File: config.mk
export PLATFORM = sky130hd
export DESIGN_NAME = serdes_tx_path
export DESIGN_NICKNAME = d
export VERILOG_FILES = /design/src/core/tx_path_pkg.sv /design/src/core/serdes_tx_path.sv
export VERILOG_INCLUDE_DIRS = /design/src /design/src/core
export SDC_FILE = /design/constraint.sdc
export NUM_CORES = 1
export LEC_CHECK = 0
export BUFFER_PORTS_ARGS = -buffer_cell sky130_fd_sc_hd__clkbuf_2
export CAP_MARGIN = 10
export CORE_ASPECT_RATIO = 1.5
export CORE_UTILIZATION = 40
export CTS_CLUSTER_DIAMETER = 100
export DETAILED_ROUTE_END_ITERATION = 16
export PLACE_DENSITY = 0.73
export SLEW_MARGIN = 20
export SYNTH_ARGS = -nofsm -noshare
export SYNTH_HDL_FRONTEND = slang
export SYNTH_SLANG_ARGS = --single-unit
File: constraint.sdc
create_clock -name pclk -period 13.31 [get_ports pclk]
set_input_delay 0.6655 -clock pclk [delete_from_list [all_inputs] [get_ports pclk]]
set_output_delay 0.6655 -clock pclk [all_outputs]
set_load 0.05 [all_outputs]
File: src/core/tx_path_map.svh
// register offsets, field positions, reset values and counts for the transmit path
// assumes a 32-bit apb slave on a byte-addressed bus
`ifndef TX_PATH_MAP_SVH
`define TX_PATH_MAP_SVH

`define TXP_CTRL_OFF      12'h000
`define TXP_STATUS_OFF    12'h004

`define TXP_CTRL_ENC_BIT  0
`define TXP_CTRL_HAMP_BIT 1
`define TXP_CTRL_PE_LO    2
`define TXP_CTRL_PE_HI    3
`define TXP_CTRL_FULL_BIT 4
`define TXP_CTRL_SEL_LO   5
`define TXP_CTRL_SEL_HI   6

`define TXP_ENC_RST       1'b1
`define TXP_FULL_RST      1'b1
`define TXP_SEL_RST       2'h0

`define TXP_CHAR_BITS     10
`define TXP_LAST_BIT      4'h9
`define TXP_LATENCY       5
`define TXP_LAST_BYTE     2'h3
`define TXP_AGE_MAX       6'h3f

`endif

File: src/core/tx_path_pkg.sv
// types for the transmit mux, encoder and serializer
// assumes tx_path_map.svh sits on the include path
`include "tx_path_map.svh"
package tx_path_pkg;
    typedef logic [`TXP_CHAR_BITS-1:0] lane_t;

    typedef struct packed {
        logic                         enc_en;
        logic                         half_amp;
        logic [1:0]                   preemph;
        logic                         full_rate;
        logic [1:0]                   clk_sel;
        logic                         fclk_q;
        logic [31:0]                  word;
        logic [3:0]                   kflg;
        logic [3:0]                   dforce;
        logic [1:0]                   byte_idx;
        logic [3:0]                   bit_cnt;
        logic                         hold;
        logic                         rd;
        logic [`TXP_LATENCY-1:0][9:0] pipe;
        lane_t                        shift;
        logic                         clk_out;
        logic [31:0]                  prdata;
        logic                         pready;
        logic                         pslverr;
        logic [5:0]                   mode_age;
    } tx_state_s;
endpackage

File: src/core/serdes_tx_path.sv
// one channel of the transmit path: 4:1 mux, 8b/10b encoder, 10:1 serializer, apb control
// assumes pclk is the serial bit clock; the byte clock is pclk/10 (pclk/20 at half rate)
//
// Our own choices: register access over APB and the register offsets.
`timescale 1ns/1ps
`include "tx_path_map.svh"

// How it works
// - word 32 bits, two 4-bit flag vectors
// - capture word and flags on fabric rising edge
// - force flag encodes byte from negative disparity
// - flag clear lets encoder balance disparity
// - mux turns 40 bits into 10-bit characters
// - byte clock and quarter-rate fabric clock
// - serializer takes one character per byte clock
// - serial output five byte clocks after input
// - fabric clock returned is byte clock over four
// - select bits choose returned clock source channel
// - lane bits 7..0 byte, bit 8 special
// - lane bit 9 forces negative disparity state
// - bypass sends all ten lane bits raw
// - code bits abcdeifghj map to lane 0..9
// - serializer sends lane bit 0 first
// - config bit selects half amplitude output
// - two-bit preemphasis boost select
// - rate bit sets serializer and byte clock rate
// - encoder picks code by running disparity
// - standard 8b/10b tables including commas
module serdes_tx_path
#(
    parameter logic [1:0] CHAN_ID = 2'h0,
    parameter int         ADDR_W  = 12
)
(
    input  wire logic              pclk,
    input  wire logic              presetn,
    input  wire logic              psel,
    input  wire logic              penable,
    input  wire logic              pwrite,
    input  wire logic [ADDR_W-1:0] paddr,
    input  wire logic [31:0]       pwdata,
    output logic [31:0]            prdata,
    output logic                   pready,
    output logic                   pslverr,
    input  wire logic              fabric_tx_clk,
    input  wire logic [31:0]       fabric_tx_word,
    input  wire logic [3:0]        fabric_tx_special_flags,
    input  wire logic [3:0]        fabric_tx_disp_force,
    output logic                   tx_clk_to_fabric,
    output tx_path_pkg::lane_t     serdes_tx_lane,
    output logic                   serial_out,
    output logic                   half_amplitude_en,
    output logic                   preemph_sel_hi,
    output logic                   preemph_sel_lo,
    output logic                   full_rate_mode
);
    import tx_path_pkg::*;

    tx_state_s s;
    tx_state_s n;
    logic      adv;
    logic      tick;
    logic [1:0] sel;
    lane_t     lane_in;
    logic [10:0] enc;
    logic [10:0] neg_enc;
    logic      wr_ok;

    // returns {running disparity after, lane bits}; rd 1 means positive
    function automatic logic [10:0] enc8b10b(input logic [7:0] d, input logic k,
                                             input logic rd);
        logic [4:0] x;
        logic [2:0] y;
        logic [5:0] s6;
        logic [3:0] s4;
        logic       rd6;
        logic       k28;
        logic       f4;
        logic [9:0] w;
        logic [9:0] l;
        x   = d[4:0];
        y   = d[7:5];
        k28 = k && (x == 5'h1c);
        case (x)
            5'h00: s6 = 6'b100111;
            5'h01: s6 = 6'b011101;
            5'h02: s6 = 6'b101101;
            5'h03: s6 = 6'b110001;
            5'h04: s6 = 6'b110101;
            5'h05: s6 = 6'b101001;
            5'h06: s6 = 6'b011001;
            5'h07: s6 = 6'b111000;
            5'h08: s6 = 6'b111001;
            5'h09: s6 = 6'b100101;
            5'h0a: s6 = 6'b010101;
            5'h0b: s6 = 6'b110100;
            5'h0c: s6 = 6'b001101;
            5'h0d: s6 = 6'b101100;
            5'h0e: s6 = 6'b011100;
            5'h0f: s6 = 6'b010111;
            5'h10: s6 = 6'b011011;
            5'h11: s6 = 6'b100011;
            5'h12: s6 = 6'b010011;
            5'h13: s6 = 6'b110010;
            5'h14: s6 = 6'b001011;
            5'h15: s6 = 6'b101010;
            5'h16: s6 = 6'b011010;
            5'h17: s6 = 6'b111010;
            5'h18: s6 = 6'b110011;
            5'h19: s6 = 6'b100110;
            5'h1a: s6 = 6'b010110;
            5'h1b: s6 = 6'b110110;
            5'h1c: s6 = 6'b001110;
            5'h1d: s6 = 6'b101110;
            5'h1e: s6 = 6'b011110;
            default: s6 = 6'b101011;
        endcase
        if (k28)
        begin
            s6 = 6'b001111;
        end
        if (rd && (($countones(s6) != 3) || (x == 5'h07)))
        begin
            s6 = ~s6;
        end
        rd6 = rd ^ ($countones(s6) != 3);
        case (y)
            3'h0: s4 = 4'b1011;
            3'h1: s4 = 4'b1001;
            3'h2: s4 = 4'b0101;
            3'h3: s4 = 4'b1100;
            3'h4: s4 = 4'b1101;
            3'h5: s4 = 4'b1010;
            3'h6: s4 = 4'b0110;
            default: s4 = 4'b1110;
        endcase
        // alternate x.7 avoids a run of five inside the code group
        if ((y == 3'h7) && (k || (!rd6 && (x == 5'h11 || x == 5'h12 || x == 5'h14))
                              || (rd6 && (x == 5'h0b || x == 5'h0d || x == 5'h0e))))
        begin
            s4 = 4'b0111;
        end
        f4 = rd6 && (($countones(s4) != 2) || (y == 3'h3));
        if (k28 && ($countones(s4) == 2) && (y != 3'h3))
        begin
            f4 = !rd6;
        end
        if (f4)
        begin
            s4 = ~s4;
        end
        w = {s6, s4};
        for (int i = 0; i < 10; i++)
        begin
            l[i] = w[9-i];
        end
        return {rd6 ^ ($countones(s4) != 2), l};
    endfunction

    always_comb
    begin
        n       = s;
        adv     = s.full_rate || s.hold;
        tick    = adv && (s.bit_cnt == `TXP_LAST_BIT);
        sel     = `TXP_LAST_BYTE - s.byte_idx;
        lane_in = {s.dforce[sel], s.kflg[sel], s.word[{sel, 3'b000} +: 8]};
        // bit 9 set means start from negative disparity
        enc     = enc8b10b(lane_in[7:0], lane_in[8], lane_in[9] ? 1'b0 : s.rd);
        // same byte encoded from negative disparity, only for the force check
        neg_enc = enc8b10b(lane_in[7:0], lane_in[8], 1'b0);
        wr_ok   = psel && penable && s.pready && pwrite;

        n.fclk_q = fabric_tx_clk;
        if (fabric_tx_clk && !s.fclk_q)
        begin
            n.word   = fabric_tx_word;
            n.kflg   = fabric_tx_special_flags;
            n.dforce = fabric_tx_disp_force;
        end

        n.hold = s.full_rate ? 1'b0 : !s.hold;
        if (adv)
        begin
            n.bit_cnt = tick ? 4'h0 : s.bit_cnt + 4'h1;
            n.shift   = {1'b0, s.shift[9:1]};
        end
        if (tick)
        begin
            n.shift    = s.pipe[`TXP_LATENCY-1];
            n.pipe     = {s.pipe[`TXP_LATENCY-2:0], s.enc_en ? enc[9:0] : lane_in};
            n.byte_idx = s.byte_idx + 2'h1;
            if (s.enc_en)
            begin
                n.rd = enc[10];
            end
        end
        // quarter of the byte clock, high for bytes 0 and 1
        n.clk_out = (s.clk_sel == CHAN_ID) && !n.byte_idx[1];

        n.pready  = 1'b0;
        n.pslverr = 1'b0;
        if (psel && !penable)
        begin
            n.pready = 1'b1;
            n.prdata = 32'h0;
            if (paddr == `TXP_CTRL_OFF)
            begin
                n.prdata[`TXP_CTRL_ENC_BIT]                 = s.enc_en;
                n.prdata[`TXP_CTRL_HAMP_BIT]                = s.half_amp;
                n.prdata[`TXP_CTRL_PE_HI:`TXP_CTRL_PE_LO]   = s.preemph;
                n.prdata[`TXP_CTRL_FULL_BIT]                = s.full_rate;
                n.prdata[`TXP_CTRL_SEL_HI:`TXP_CTRL_SEL_LO] = s.clk_sel;
            end
            else if (paddr == `TXP_STATUS_OFF)
            begin
                n.prdata[2:0] = {s.byte_idx, s.rd};
            end
            else
            begin
                n.pslverr = 1'b1;
            end
        end
        if (wr_ok && (paddr == `TXP_CTRL_OFF))
        begin
            n.enc_en    = pwdata[`TXP_CTRL_ENC_BIT];
            n.half_amp  = pwdata[`TXP_CTRL_HAMP_BIT];
            n.preemph   = pwdata[`TXP_CTRL_PE_HI:`TXP_CTRL_PE_LO];
            n.full_rate = pwdata[`TXP_CTRL_FULL_BIT];
            n.clk_sel   = pwdata[`TXP_CTRL_SEL_HI:`TXP_CTRL_SEL_LO];
            n.mode_age  = 6'h0;
        end
        else if (s.mode_age != `TXP_AGE_MAX)
        begin
            n.mode_age = s.mode_age + 6'h1;
        end
    end

    always_ff @(posedge pclk or negedge presetn)
    begin
        if (!presetn)
        begin
            s           <= '0;
            s.enc_en    <= `TXP_ENC_RST;
            s.full_rate <= `TXP_FULL_RST;
            s.clk_sel   <= `TXP_SEL_RST;
        end
        else
        begin
            s <= n;
        end
    end

    assign prdata            = s.prdata;
    assign pready            = s.pready;
    assign pslverr           = s.pslverr;
    assign tx_clk_to_fabric  = s.clk_out;
    assign serdes_tx_lane    = s.pipe[0];
    assign serial_out        = s.shift[0];
    assign half_amplitude_en = s.half_amp;
    assign preemph_sel_hi    = s.preemph[1];
    assign preemph_sel_lo    = s.preemph[0];
    assign full_rate_mode    = s.full_rate;
endmodule

Word-level counts from Yosys, hierarchy flattened
Memory sizes are Yosys's and may differ from the RTL's.
Index checks and enable logic that the tools add are counted.
{"block": "op_classes", "n_reduce_logical": 35, "n_eq_ne": 23, "mux": 23, "shifts": 1, "n_lt_le_gt_ge": 1, "n_addsub": 19, "bitwise_logic": 4}
{"cell": "$ne A32 B3 Y1 const B", "count": 1}
{"cell": "$shiftx A32 B6 Y8", "count": 1}
{"cell": "$mux W10", "count": 3}
{"cell": "$pmux W4 S7", "count": 1}
{"cell": "$add A1 B1 Y2", "count": 10}
{"cell": "$eq A5 B5 Y1 const B", "count": 4}
{"cell": "$logic_and A1 B1 Y1", "count": 16}
{"cell": "$mux W4", "count": 4}
{"cell": "$eq A5 B4 Y1 const B", "count": 3}
{"cell": "$add A2 B2 Y3", "count": 4}
{"cell": "$eq A12 B3 Y1 const B", "count": 1}
{"cell": "$eq A3 B3 Y1 const B", "count": 4}
{"cell": "$logic_not A12 Y1", "count": 1}
{"cell": "$mux W6", "count": 2}
{"cell": "$eq A3 B2 Y1 const B", "count": 3}
{"cell": "$logic_or A1 B1 Y1", "count": 9}
{"cell": "$add A3 B2 Y4", "count": 2}
{"cell": "$ne A4 B2 Y1 const B", "count": 2}
{"cell": "$mux W1", "count": 7}
{"cell": "$mux W3", "count": 2}
{"cell": "$ne A3 B2 Y1 const B", "count": 2}
{"cell": "$not A6 Y6", "count": 1}
{"cell": "$eq A5 B3 Y1 const B", "count": 1}
{"cell": "$logic_not A1 Y1", "count": 5}
{"cell": "other kinds (14)", "count": 17}
{"block": "word_totals", "elab_cells": 131, "out_inout_bits": 50, "mem_bits_ro": 192, "mem_count": 1, "ff_bits": 126}
{"name": "(name not given)", "words": 32, "word_bits": 6, "read_ports": 1, "rd_ports_with_merged_regs": 0, "wr": 0, "line_no": "serdes_tx_path.sv:84", "text": "case (x)"}

Logic depth before layout (Yosys ltp)
Gate-level depths: netlist of the first run.
{"block": "depth", "ltp_word": 34, "mapped_depth": 47, "mapped_depth_nobuf": 44}

Worst setup path before layout of the first run
Ideal clock, no wire load.
{"block": "synth_timing", "path_kind": "register to register", "from": "register s[107] in the netlist's numbering", "to": "register s[101] in the netlist's numbering", "slack_ns": 3.102, "synth_period_minus_slack_ns": 10.208, "path_buffers": 3, "arrival_ns": 10.080, "path_stages_with_launch": 45, "path_cell_list": "dfrtp_1 -> buf_6 -> buf_6 -> mux4_1 -> inv_1 -> ha_1 -> a221oi_1 -> a21oi_4 -> fa_1 -> inv_1 -> fa_1 -> ha_1 -> inv_1 -> fa_1 -> nand3b_1 -> a31oi_1 -> or3_1 -> buf_4 -> [9 not listed] -> o21a_1 -> or2_2 -> o211ai_2 -> o22ai_2 -> fa_1 -> inv_1 -> ha_1 -> ha_1 -> nor3b_1 -> a211oi_2 -> a41oi_4 -> xor2_1 -> ha_1 -> ha_1 -> ha_1 -> nor3b_1 -> xnor2_1 -> o21ai_0"}
{"block": "synth_via", "elab_chain_len": 34, "elab_cells_between_ends": 73, "classes_between": "17 x add/sub; 21 x eq/ne; 1 x shift; 11 x mux; 4 x bitwise; 18 x reduce/logical; 1 x memory"}
{"element": "start, declared", "line_no": "serdes_tx_path.sv:59", "text": "tx_state_s s;"}
{"element": "start signal, assigned", "line_no": "serdes_tx_path.sv:249", "text": "s <= n;"}
{"element": "$sub A2 B2 Y2 (no line) *"}
{"element": "branches (longest 32 deep; another with $mem_v2 Z32 W6)"}
{"element": "$xor A1 B1 Y1 *", "line_no": "serdes_tx_path.sv:157", "text": "return {rd6 ^ ($countones(s4) != 2), l};"}
Every way passes the cells marked *. The select of a mux whose other input is x is not followed.
A chain may end at the register's enable or synchronous reset.

Worst setup path in the final report of the first run
Ends and elaborated chain as after synthesis.

==> metrics.txt, run 1 <==
largest cells by area after synthesis=dfrtp_1, nand2_1, mux2_2; core area=roughly 0.016 mm^2; Ant. Diodes=0; final net count=around 800; post-synthesis area per instance=between 10 and 15 um^2; CP endpoint kind=register; layout cells sized above 1=a little over a quarter; Area after DPL=about 0.007 mm^2; H-tree level count=4; most common cell after layout, fill and taps aside=nand2_1; Setup crit start kind=register; Cell Pwr Density=around 310 mW/mm^2; CTS Buf Count=17; initial antenna violation count=0; largest net degree at the start of global routing=66; area of the multi-input gates=slightly above 0.003 mm^2; gr usage total=between 15 and 20%; register area share after synthesis=a little under half; Post-Route Skew=between 0.005 and 0.006 ns; unrepaired setup endpoints after global routing=no; max-slew headroom at the worst pin=about 36%; top_reg_cell synth=dfrtp_1; final hold viol count=0; Peak VDD IR=~0.25 mV; CTS tree=done; Tmin final=between 10 and 15 ns; YS warnings=0; DRC=0; Pre-antenna DRT Iters=4; Max Slew Vio Count=0; EDFF count, synth=0; die area=about 0.017 mm^2; num rows=57; final setup fails=0; chip width=107 um; crit-path most repeated cell=ha_1; final wirelength=about 13,000 um; Worst-Margin Slew=roughly 0.95 ns; commonest non-fill, non-tap cells in the layout=nand2_1, dfrtp_1, clkbuf_2, mux2_2, conb_1; Die Ht=160 um; Post-CTS Repair Setup Buffers=0; Yosys top cell area share=46.6%; Required @ worst endpoint=around 14 ns; gr ovfl total=0; IO Port Bufs=between 80 and 90; Tot Pwr=roughly 2.4 mW; Hold Path Class=in -> async; Clock transition at path regs=~0.05 ns; Reg area=between 0.003 and 0.004 mm^2; Skew-Pair Late Insertion Delay=approximately 0.41 ns; Starting DRT DRC Count=~210; cts hold-fix bufs=0; reg2reg setup slack=1.56 ns; Distinct cells, synth=57; Seq cells post-synth=126; Max Fclk=approximately 85 MHz; CTS root buffer=clkbuf_16; routed len/inst=roughly 14 um; highest net fanout along the worst path=16; clock sinks=126; number of global-route vias before repair=4,569; area delta synth->final=13.9%; status=finished, final reports clean; Tcrit/Tclk final=between 80% and 90%; fin area=around 0.0076 mm^2; Post-DP HPWL=8910 um; fillcell total=approximately 1,500; area leader, netlist=dfrtp_1; Max stage delay on crit path=~0.9 ns; Via-to-Cell Ratio=5.01; CTS max path bufs=2; DRT antenna net count=0; LEAKAGE=around 3.8 nW; CP max-delay cell=dfrtp_1; vias post-DR=4,531; synthesized area=between 0.006 and 0.007 mm^2; cells after synthesis=625; ys async rst share=100%; Max Cap Viol=0; post-cts sizing count=0; I/O Pins=between 100 and 150; routability congestion estimate=between 0.8 and 0.9; Crit Path Category=reg -> reg; Setup TNS Final=0 ns; Initial Util=between 40% and 50%; first-pass GRT wire length=approximately 22,000 um; Crit path arrival time=between 10 and 15 ns
==> state kept, by name (all words and copies together) (netlist names) <==
signal	cells
full_rate_mode	1
pslverr	1
prdata	7
pready	1
serdes_tx_lane	10
s	101
half_amplitude_en	1
serial_out	1
preemph_sel_lo	1
tx_clk_to_fabric	1
preemph_sel_hi	1
==> cells by family after synthesis <==
family | count (synthesis) | share of synthesized area, %
xor gates and xnor gates | 14 | 1.95
and+or+nand+nor | 228 | 15.1
buffers and inverters | 93 | 8.10
other | 1 | 0.0563
AOI/OAI and AO/OA | 65 | 7.97
adders and majority gates | 24 | 5.19
DFF | 126 | 47.4
muxes | 74 | 14.3
==> synth_stat cells, drive strengths merged, types with 6 or more instances <==
master / instances
fa: 6
nor2: 10
buf: 51
nand2: 154
xnor2: 7
nand3: 13
mux2: 49
dfrtp: 124
ha: 18
mux4: 10
o21ai: 21
mux2i: 15
clkbuf: 23
xor2: 7
inv: 19
nor2b: 7
nor3: 11
a22oi: 7
==> critical path: cells and delay by family, from the launching register on <==
kind	cells	cell delay [ns]
AND/OR/NAND/NOR	8	2.43
XOR/XNOR	3	0.58
adder cells (fa/ha/maj)	15	4.94
AO/OA/AOI/OAI	7	1.27
buffers and inverters	8	0.66
multiplexers	1	0.85
flip-flops	1	0.88
==> through the flow <==
stage / hold WS, ns / setup WS (ns) / utilization [%] / instances
after CTS: 0.370 / 1.54 / 46.5 / 903
final: 0.339 / 1.56 / 46.6 / 904
after detailed placement: 0.452 / 1.57 / 43.2 / 873
after global routing: 0.364 / 1.08 / 46.6 / 904
after global placement: 0.447 / 1.83 / 43.2 / 873
after floorplan: 0.370 / 3.10 / - / 649
==> routing by layer <==
layer	track usage, %	vias up	wire (um)
met2	27.1	105	6790
met3	4.29	25	506
met4	7.29	0	299
li1	-	2186	-
met1	19.1	2215	5280
met5	0	-	0
==> cell type report <==
type,count,area share (%)
clock buffer,24,6.36
clock inverter,6,0.809
inverter,19,0.941
multi-input combinational,430,40.4
sequential,126,41.6
tap,206,3.40
timing repair buffer,93,6.47
==> power breakdown <==
group / switching, mW / internal [mW]
clock: 0.157 / 0.269
sequential: 0.0639 / 0.449
combinational: 0.802 / 0.633
total: 1.02 / 1.35
==> path summary, 6_finish.rpt <==
check / from / to / depth (start not counted)
min in group pclk: fabric_tx_clk / s[149]$_DFF_PN0_ / 1
worst min register to register: s[77]$_DFFE_PN0P_ / s[87]$_DFFE_PN0P_ / 2
max in group asynchronous: presetn / s[114]$_DFFE_PN0P_ / 2
worst min-delay path: presetn / pslverr$_DFF_PN0_ / 1
worst max-delay path: s[107]$_DFFE_PN0P_ / s[101]$_DFFE_PN0P_ / 42
worst max register to register: s[107]$_DFFE_PN0P_ / s[101]$_DFFE_PN0P_ / 42
Power figures use the tool's default switching activity.
==> run 2: changes to the inputs <==
BUFFER_PORTS_ARGS = -buffer_cell sky130_fd_sc_hd__buf_2   (was -buffer_cell sky130_fd_sc_hd__clkbuf_2)
==> metrics.txt, run 2 (synthesized netlist as in run 1, its figures left out) <==
Required @ worst endpoint=approximately 14 ns; max-slew headroom at the worst pin=between 30 and 40%; first-pass GRT wire length=about 21,000 um; die area=~0.017 mm^2; Die Ht=around 160 um; final hold viol count=0; crit-path most repeated cell=ha_1; Max stage delay on crit path=0.73 ns; Skew-Pair Late Insertion Delay=~0.41 ns; commonest non-fill, non-tap cells in the layout=nand2_1, dfrtp_1, buf_2, mux2_2, conb_1; layout cells sized above 1=between 20 and 30%; LEAKAGE=roughly 3.8 nW; Area after DPL=approximately 0.007 mm^2; Pre-antenna DRT Iters=4; Crit Path Category=reg -> reg; status=finished, final reports clean; Post-DP HPWL=around 9000 um; Ant. Diodes=0; final setup fails=0; CTS tree=done; Max Slew Vio Count=0; Initial Util=40.9%; routed len/inst=around 14 um; Max Fclk=roughly 88 MHz; highest net fanout along the worst path=10; Setup crit start kind=register; core area=roughly 0.016 mm^2; H-tree level count=4; IO Port Bufs=89; Peak VDD IR=between 0.2 and 0.3 mV; cts hold-fix bufs=0; post-cts sizing count=0; Post-Route Skew=0.00925 ns; DRC=0; CTS Buf Count=17; DRT antenna net count=0; Starting DRT DRC Count=240; unrepaired setup endpoints after global routing=no; CP max-delay cell=mux4_1; Clock transition at path regs=0.06 ns; num rows=between 50 and 60; final wirelength=13,000 um; Tot Pwr=~2.4 mW; CP endpoint kind=register; largest net degree at the start of global routing=65; Tcrit/Tclk final=85.2%; clock sinks=between 100 and 150; Setup TNS Final=0 ns; Crit path arrival time=approximately 12 ns; Worst-Margin Slew=a little under 1 ns; Via-to-Cell Ratio=5.00; area delta synth->final=15.2%; CTS max path bufs=2; most common cell after layout, fill and taps aside=nand2_1; largest register by flop count=s; I/O Pins=140; post-layout util=between 40% and 50%; gr ovfl total=0; CTS root buffer=clkbuf_16; Tmin final=~11 ns; Cell Pwr Density=around 320 mW/mm^2; Hold Path Class=in -> async; gr usage total=about 16%; Max Cap Viol=0; hold_ws=0.336 ns; routability congestion estimate=0.858; initial antenna violation count=0; Post-CTS Repair Setup Buffers=0; vias post-DR=around 4,500; Largest register FFs=just over 100; number of global-route vias before repair=4,466; final net count=between 800 and 900; fin area=roughly 0.0077 mm^2; chip width=about 110 um
-- run 2: layout make-up --
class	count	area [um^2]
Timing Repair Buffer	94	498
Sequential cell	126	3160
Fill cell	1494	8590
Clock buffer	20	467
Multi-Input combinational cell	430	3060
Inverter	19	71.3
Tap cell	206	258
Clock inverter	12	160
-- run 2: worst paths after layout --
check	from	endpoint	slack, ns	cells after the start
setup / recovery	s[107]$_DFFE_PN0P_	s[101]$_DFFE_PN0P_	1.97	43
hold / removal	presetn	s[106]$_DFFE_PN0N_	0.34	1
setup reg to reg	s[107]$_DFFE_PN0P_	s[101]$_DFFE_PN0P_	1.97	43
hold reg to reg	s[85]$_DFFE_PN0P_	s[95]$_DFFE_PN0P_	0.46	2
max in group asynchronous	presetn	s[111]$_DFFE_PN0P_	11.68	2
min in group pclk	fabric_tx_clk	s[149]$_DFF_PN0_	0.37	1
-- run 2: worst max-delay path: cells and delay by family, from the launching register on --
kind	cells	cell delay, ns
buffers and inverters	9	0.92
AO/OA/AOI/OAI	7	1.22
flip-flops	1	0.55
adder cells (fa/ha/maj)	15	4.95
XOR/XNOR	3	0.56
multiplexers	1	0.73
AND/OR/NAND/NOR	8	2.28
-- run 2: power breakdown --
group | switching (mW) | internal, mW | total [mW]
sequential | 0.0563 | 0.449 | 0.505
combinational | 0.795 | 0.636 | 1.43
clock | 0.172 | 0.310 | 0.482
total | 1.02 | 1.39 | 2.42
-- run 2: metrics by stage --
step	cells	setup WS, ns
finish	907	1.97
global route	907	1.37
CTS	906	1.90
detailed placement	874	1.93
global placement	874	2.06
floorplan	649	3.10
-- run 2: metal layers --
| metal | vias to the layer above | wire, um | global-route usage (%) |
|---|---|---|---|
| li1 | 2187 | - | - |
| met1 | 2201 | 5260 | 18.5 |
| met2 | 124 | 6920 | 28.1 |
| met3 | 24 | 530 | 4.16 |
| met4 | 0 | 297 | 7.10 |
| met5 | - | 0 | 0 |
==> run 3: changes to the inputs <==
ABC_AREA = 1   (was default)
CELL_PAD_IN_SITES_DETAIL_PLACEMENT = 0   (was default)
CELL_PAD_IN_SITES_GLOBAL_PLACEMENT = 2   (was default)
CORE_UTILIZATION = 33   (was 40)
PLACE_DENSITY = 0.92   (was 0.73)
==> metrics.txt, run 3 <==
fin area=between 0.007 and 0.008 mm^2; CP delay by family, top=adder cells; setup slack after layout=2.78 ns; post-synthesis area per instance=8.65 um^2; gr usage total=14.7%; CTS tree=done; highest net fanout along the worst path=14; status=finished, final reports clean; Via-to-Cell Ratio=roughly 4.5; reg2reg setup slack=between 2 and 3 ns; unrepaired setup endpoints after global routing=no; register area share after synthesis=a little under half; most common cell after layout, fill and taps aside=nand2_1; cts hold-fix bufs=0; Yosys top cell area share=45.7%; Crit path arrival time=between 10 and 15 ns; DRT antenna net count=0; commonest non-fill, non-tap cells in the layout=nand2_1, dfrtp_1, buf_2, inv_1, o21ai_0; largest cells by area after synthesis=dfrtp_1, nand2_1, mux2_2; max-slew headroom at the worst pin=approximately 33%; routability congestion estimate=approximately 0.82; CP bufs+invs=12; Tmin final=around 11 ns; num rows=63; Pre-antenna DRT Iters=4; number of global-route vias before repair=between 5,000 and 6,000; largest net degree at the start of global routing=68; area delta synth->final=15.5%; routed len/inst=around 13 um; Post-Route Skew=~0.0099 ns; Area after DPL=about 0.0072 mm^2; post-cts sizing count=0; first-pass GRT wire length=24,600 um; Largest register FFs=101; Worst R2R End=s[101]$_DFFE_PN0P_; layout cells sized above 1=22.5%; H-tree level count=4; gr ovfl total=0; Max stage delay on crit path=0.67 ns; final hold viol count=0; Setup crit start kind=register; Setup TNS Final=0 ns; final wirelength=14,300 um; cells after synthesis=784; Starting DRT DRC Count=~270; Required @ worst endpoint=approximately 14 ns; YS warnings=0; area leader, netlist=dfrtp_1; Distinct cells, synth=46; clock sinks=126; I/O Pins=140; IO Port Bufs=~90; Tcrit/Tclk final=a little under 80%; Die Ht=between 150 and 200 um; Clock transition at path regs=0.05 ns; Hold Path Class=in -> async; DRC=0; die area=0.0211 mm^2; final setup fails=0; initial antenna violation count=0; core area=roughly 0.020 mm^2; crit-path most repeated cell=nand2_1; Worst-Margin Slew=1.00 ns; Post-CTS Repair Setup Buffers=0; CTS Buf Count=17; Setup WS pre-CTS=2.62 ns; EDFF count, synth=0; Max Fclk=about 95 MHz; CP endpoint kind=register; final net count=approximately 960; Ant. Diodes=0; CTS root buffer=clkbuf_16; ys async rst share=between 90% and 100%; chip width=about 120 um; synth cell count leaders=nand2_1, dfrtp_1, inv_1; Post-DP HPWL=10,200 um; Crit Path Category=reg -> reg; Initial Util=around 34%; most common cell in the synthesized netlist=nand2_1; cells on worst reg2reg path=54; CP max-delay cell=dfrtp_1; worst reg2reg path startpoint=s[108]$_DFF_PN0_; synthesized area=0.00678 mm^2; Max Cap Viol=0; Max Slew Vio Count=0; Seq cells post-synth=126; top_reg_cell synth=dfrtp_1; CTS max path bufs=2; largest register by flop count=s; Skew-Pair Late Insertion Delay=0.42 ns; vias post-DR=between 5,000 and 6,000
-- run 3: changes by cell type in the layout (fill, tap and decap cells not counted), sizes merged, moves of 9 or more --
cell   change
a21oi     +28
mux2i     -15
inv       +61
nand2     +91
mux4      -10
nor2      +26
nand3     +27
nor3       -9
o21ai     +28
mux2      -14
-- run 3: area by class of cell --
class | instances | area, um^2
Clock buffer | 21 | 470
Sequential cell | 126 | 3160
Timing Repair Buffer | 93 | 478
Fill cell | 2039 | 12100
Multi-Input combinational cell | 530 | 2960
Clock inverter | 10 | 138
Tap cell | 260 | 325
Inverter | 82 | 310
-- run 3: cell families after synthesis --
group / synth area share (%)
multiplexers: 5.81
flip-flops: 46.5
other: 0.0553
adder cells (fa/ha/maj): 5.09
XOR/XNOR: 1.24
AO/OA/AOI/OAI: 8.26
buffers and inverters: 11.4
AND/OR/NAND/NOR: 21.7
-- run 3: worst max-delay path by stage --
stage          cells past startpoint               start  slack, ns                  to
2_1_floorplan                     57  s[107]$_DFFE_PN0P_       4.03  s[101]$_DFFE_PN0P_
5_1_grt                           54    s[108]$_DFF_PN0_       1.82  s[101]$_DFFE_PN0P_
6_report                          54    s[108]$_DFF_PN0_       2.78  s[101]$_DFFE_PN0P_
3_5_place_dp                      54    s[108]$_DFF_PN0_       2.62  s[101]$_DFFE_PN0P_
3_3_place_gp                      54    s[108]$_DFF_PN0_       2.67  s[101]$_DFFE_PN0P_
4_1_cts                           54    s[108]$_DFF_PN0_       2.58  s[101]$_DFFE_PN0P_
-- run 3: worst reg2reg max path: cells and delay by family (launching register included) --
| kind | cells | cell delay [ns] |
|---|---|---|
| fa+ha+maj | 15 | 4.98 |
| simple gates | 21 | 2.52 |
| buf+inv | 12 | 1.22 |
| compound gates | 5 | 0.85 |
| flops | 1 | 0.67 |
| xor+xnor | 1 | 0.17 |
-- run 3: through the flow --
step	hold slack (ns)	std cells	utilization, %
2_1_floorplan	0.370	808	-
3_3_place_gp	0.442	1091	36.2
3_5_place_dp	0.453	1091	36.2
4_1_cts	0.361	1122	39.3
5_1_grt	0.363	1122	39.3
6_report	0.340	1122	39.3
-- run 3: metal layers --
metal	routed length, um	global-route usage (%)
met5	0	0
met4	187	5.12
met3	457	3.50
met2	7490	26.6
met1	6190	16.8
Power of run 3 is left out: the tool's default activity adds up to more than one toggle a clock period on the data nets, which glitch-free logic cannot reach.
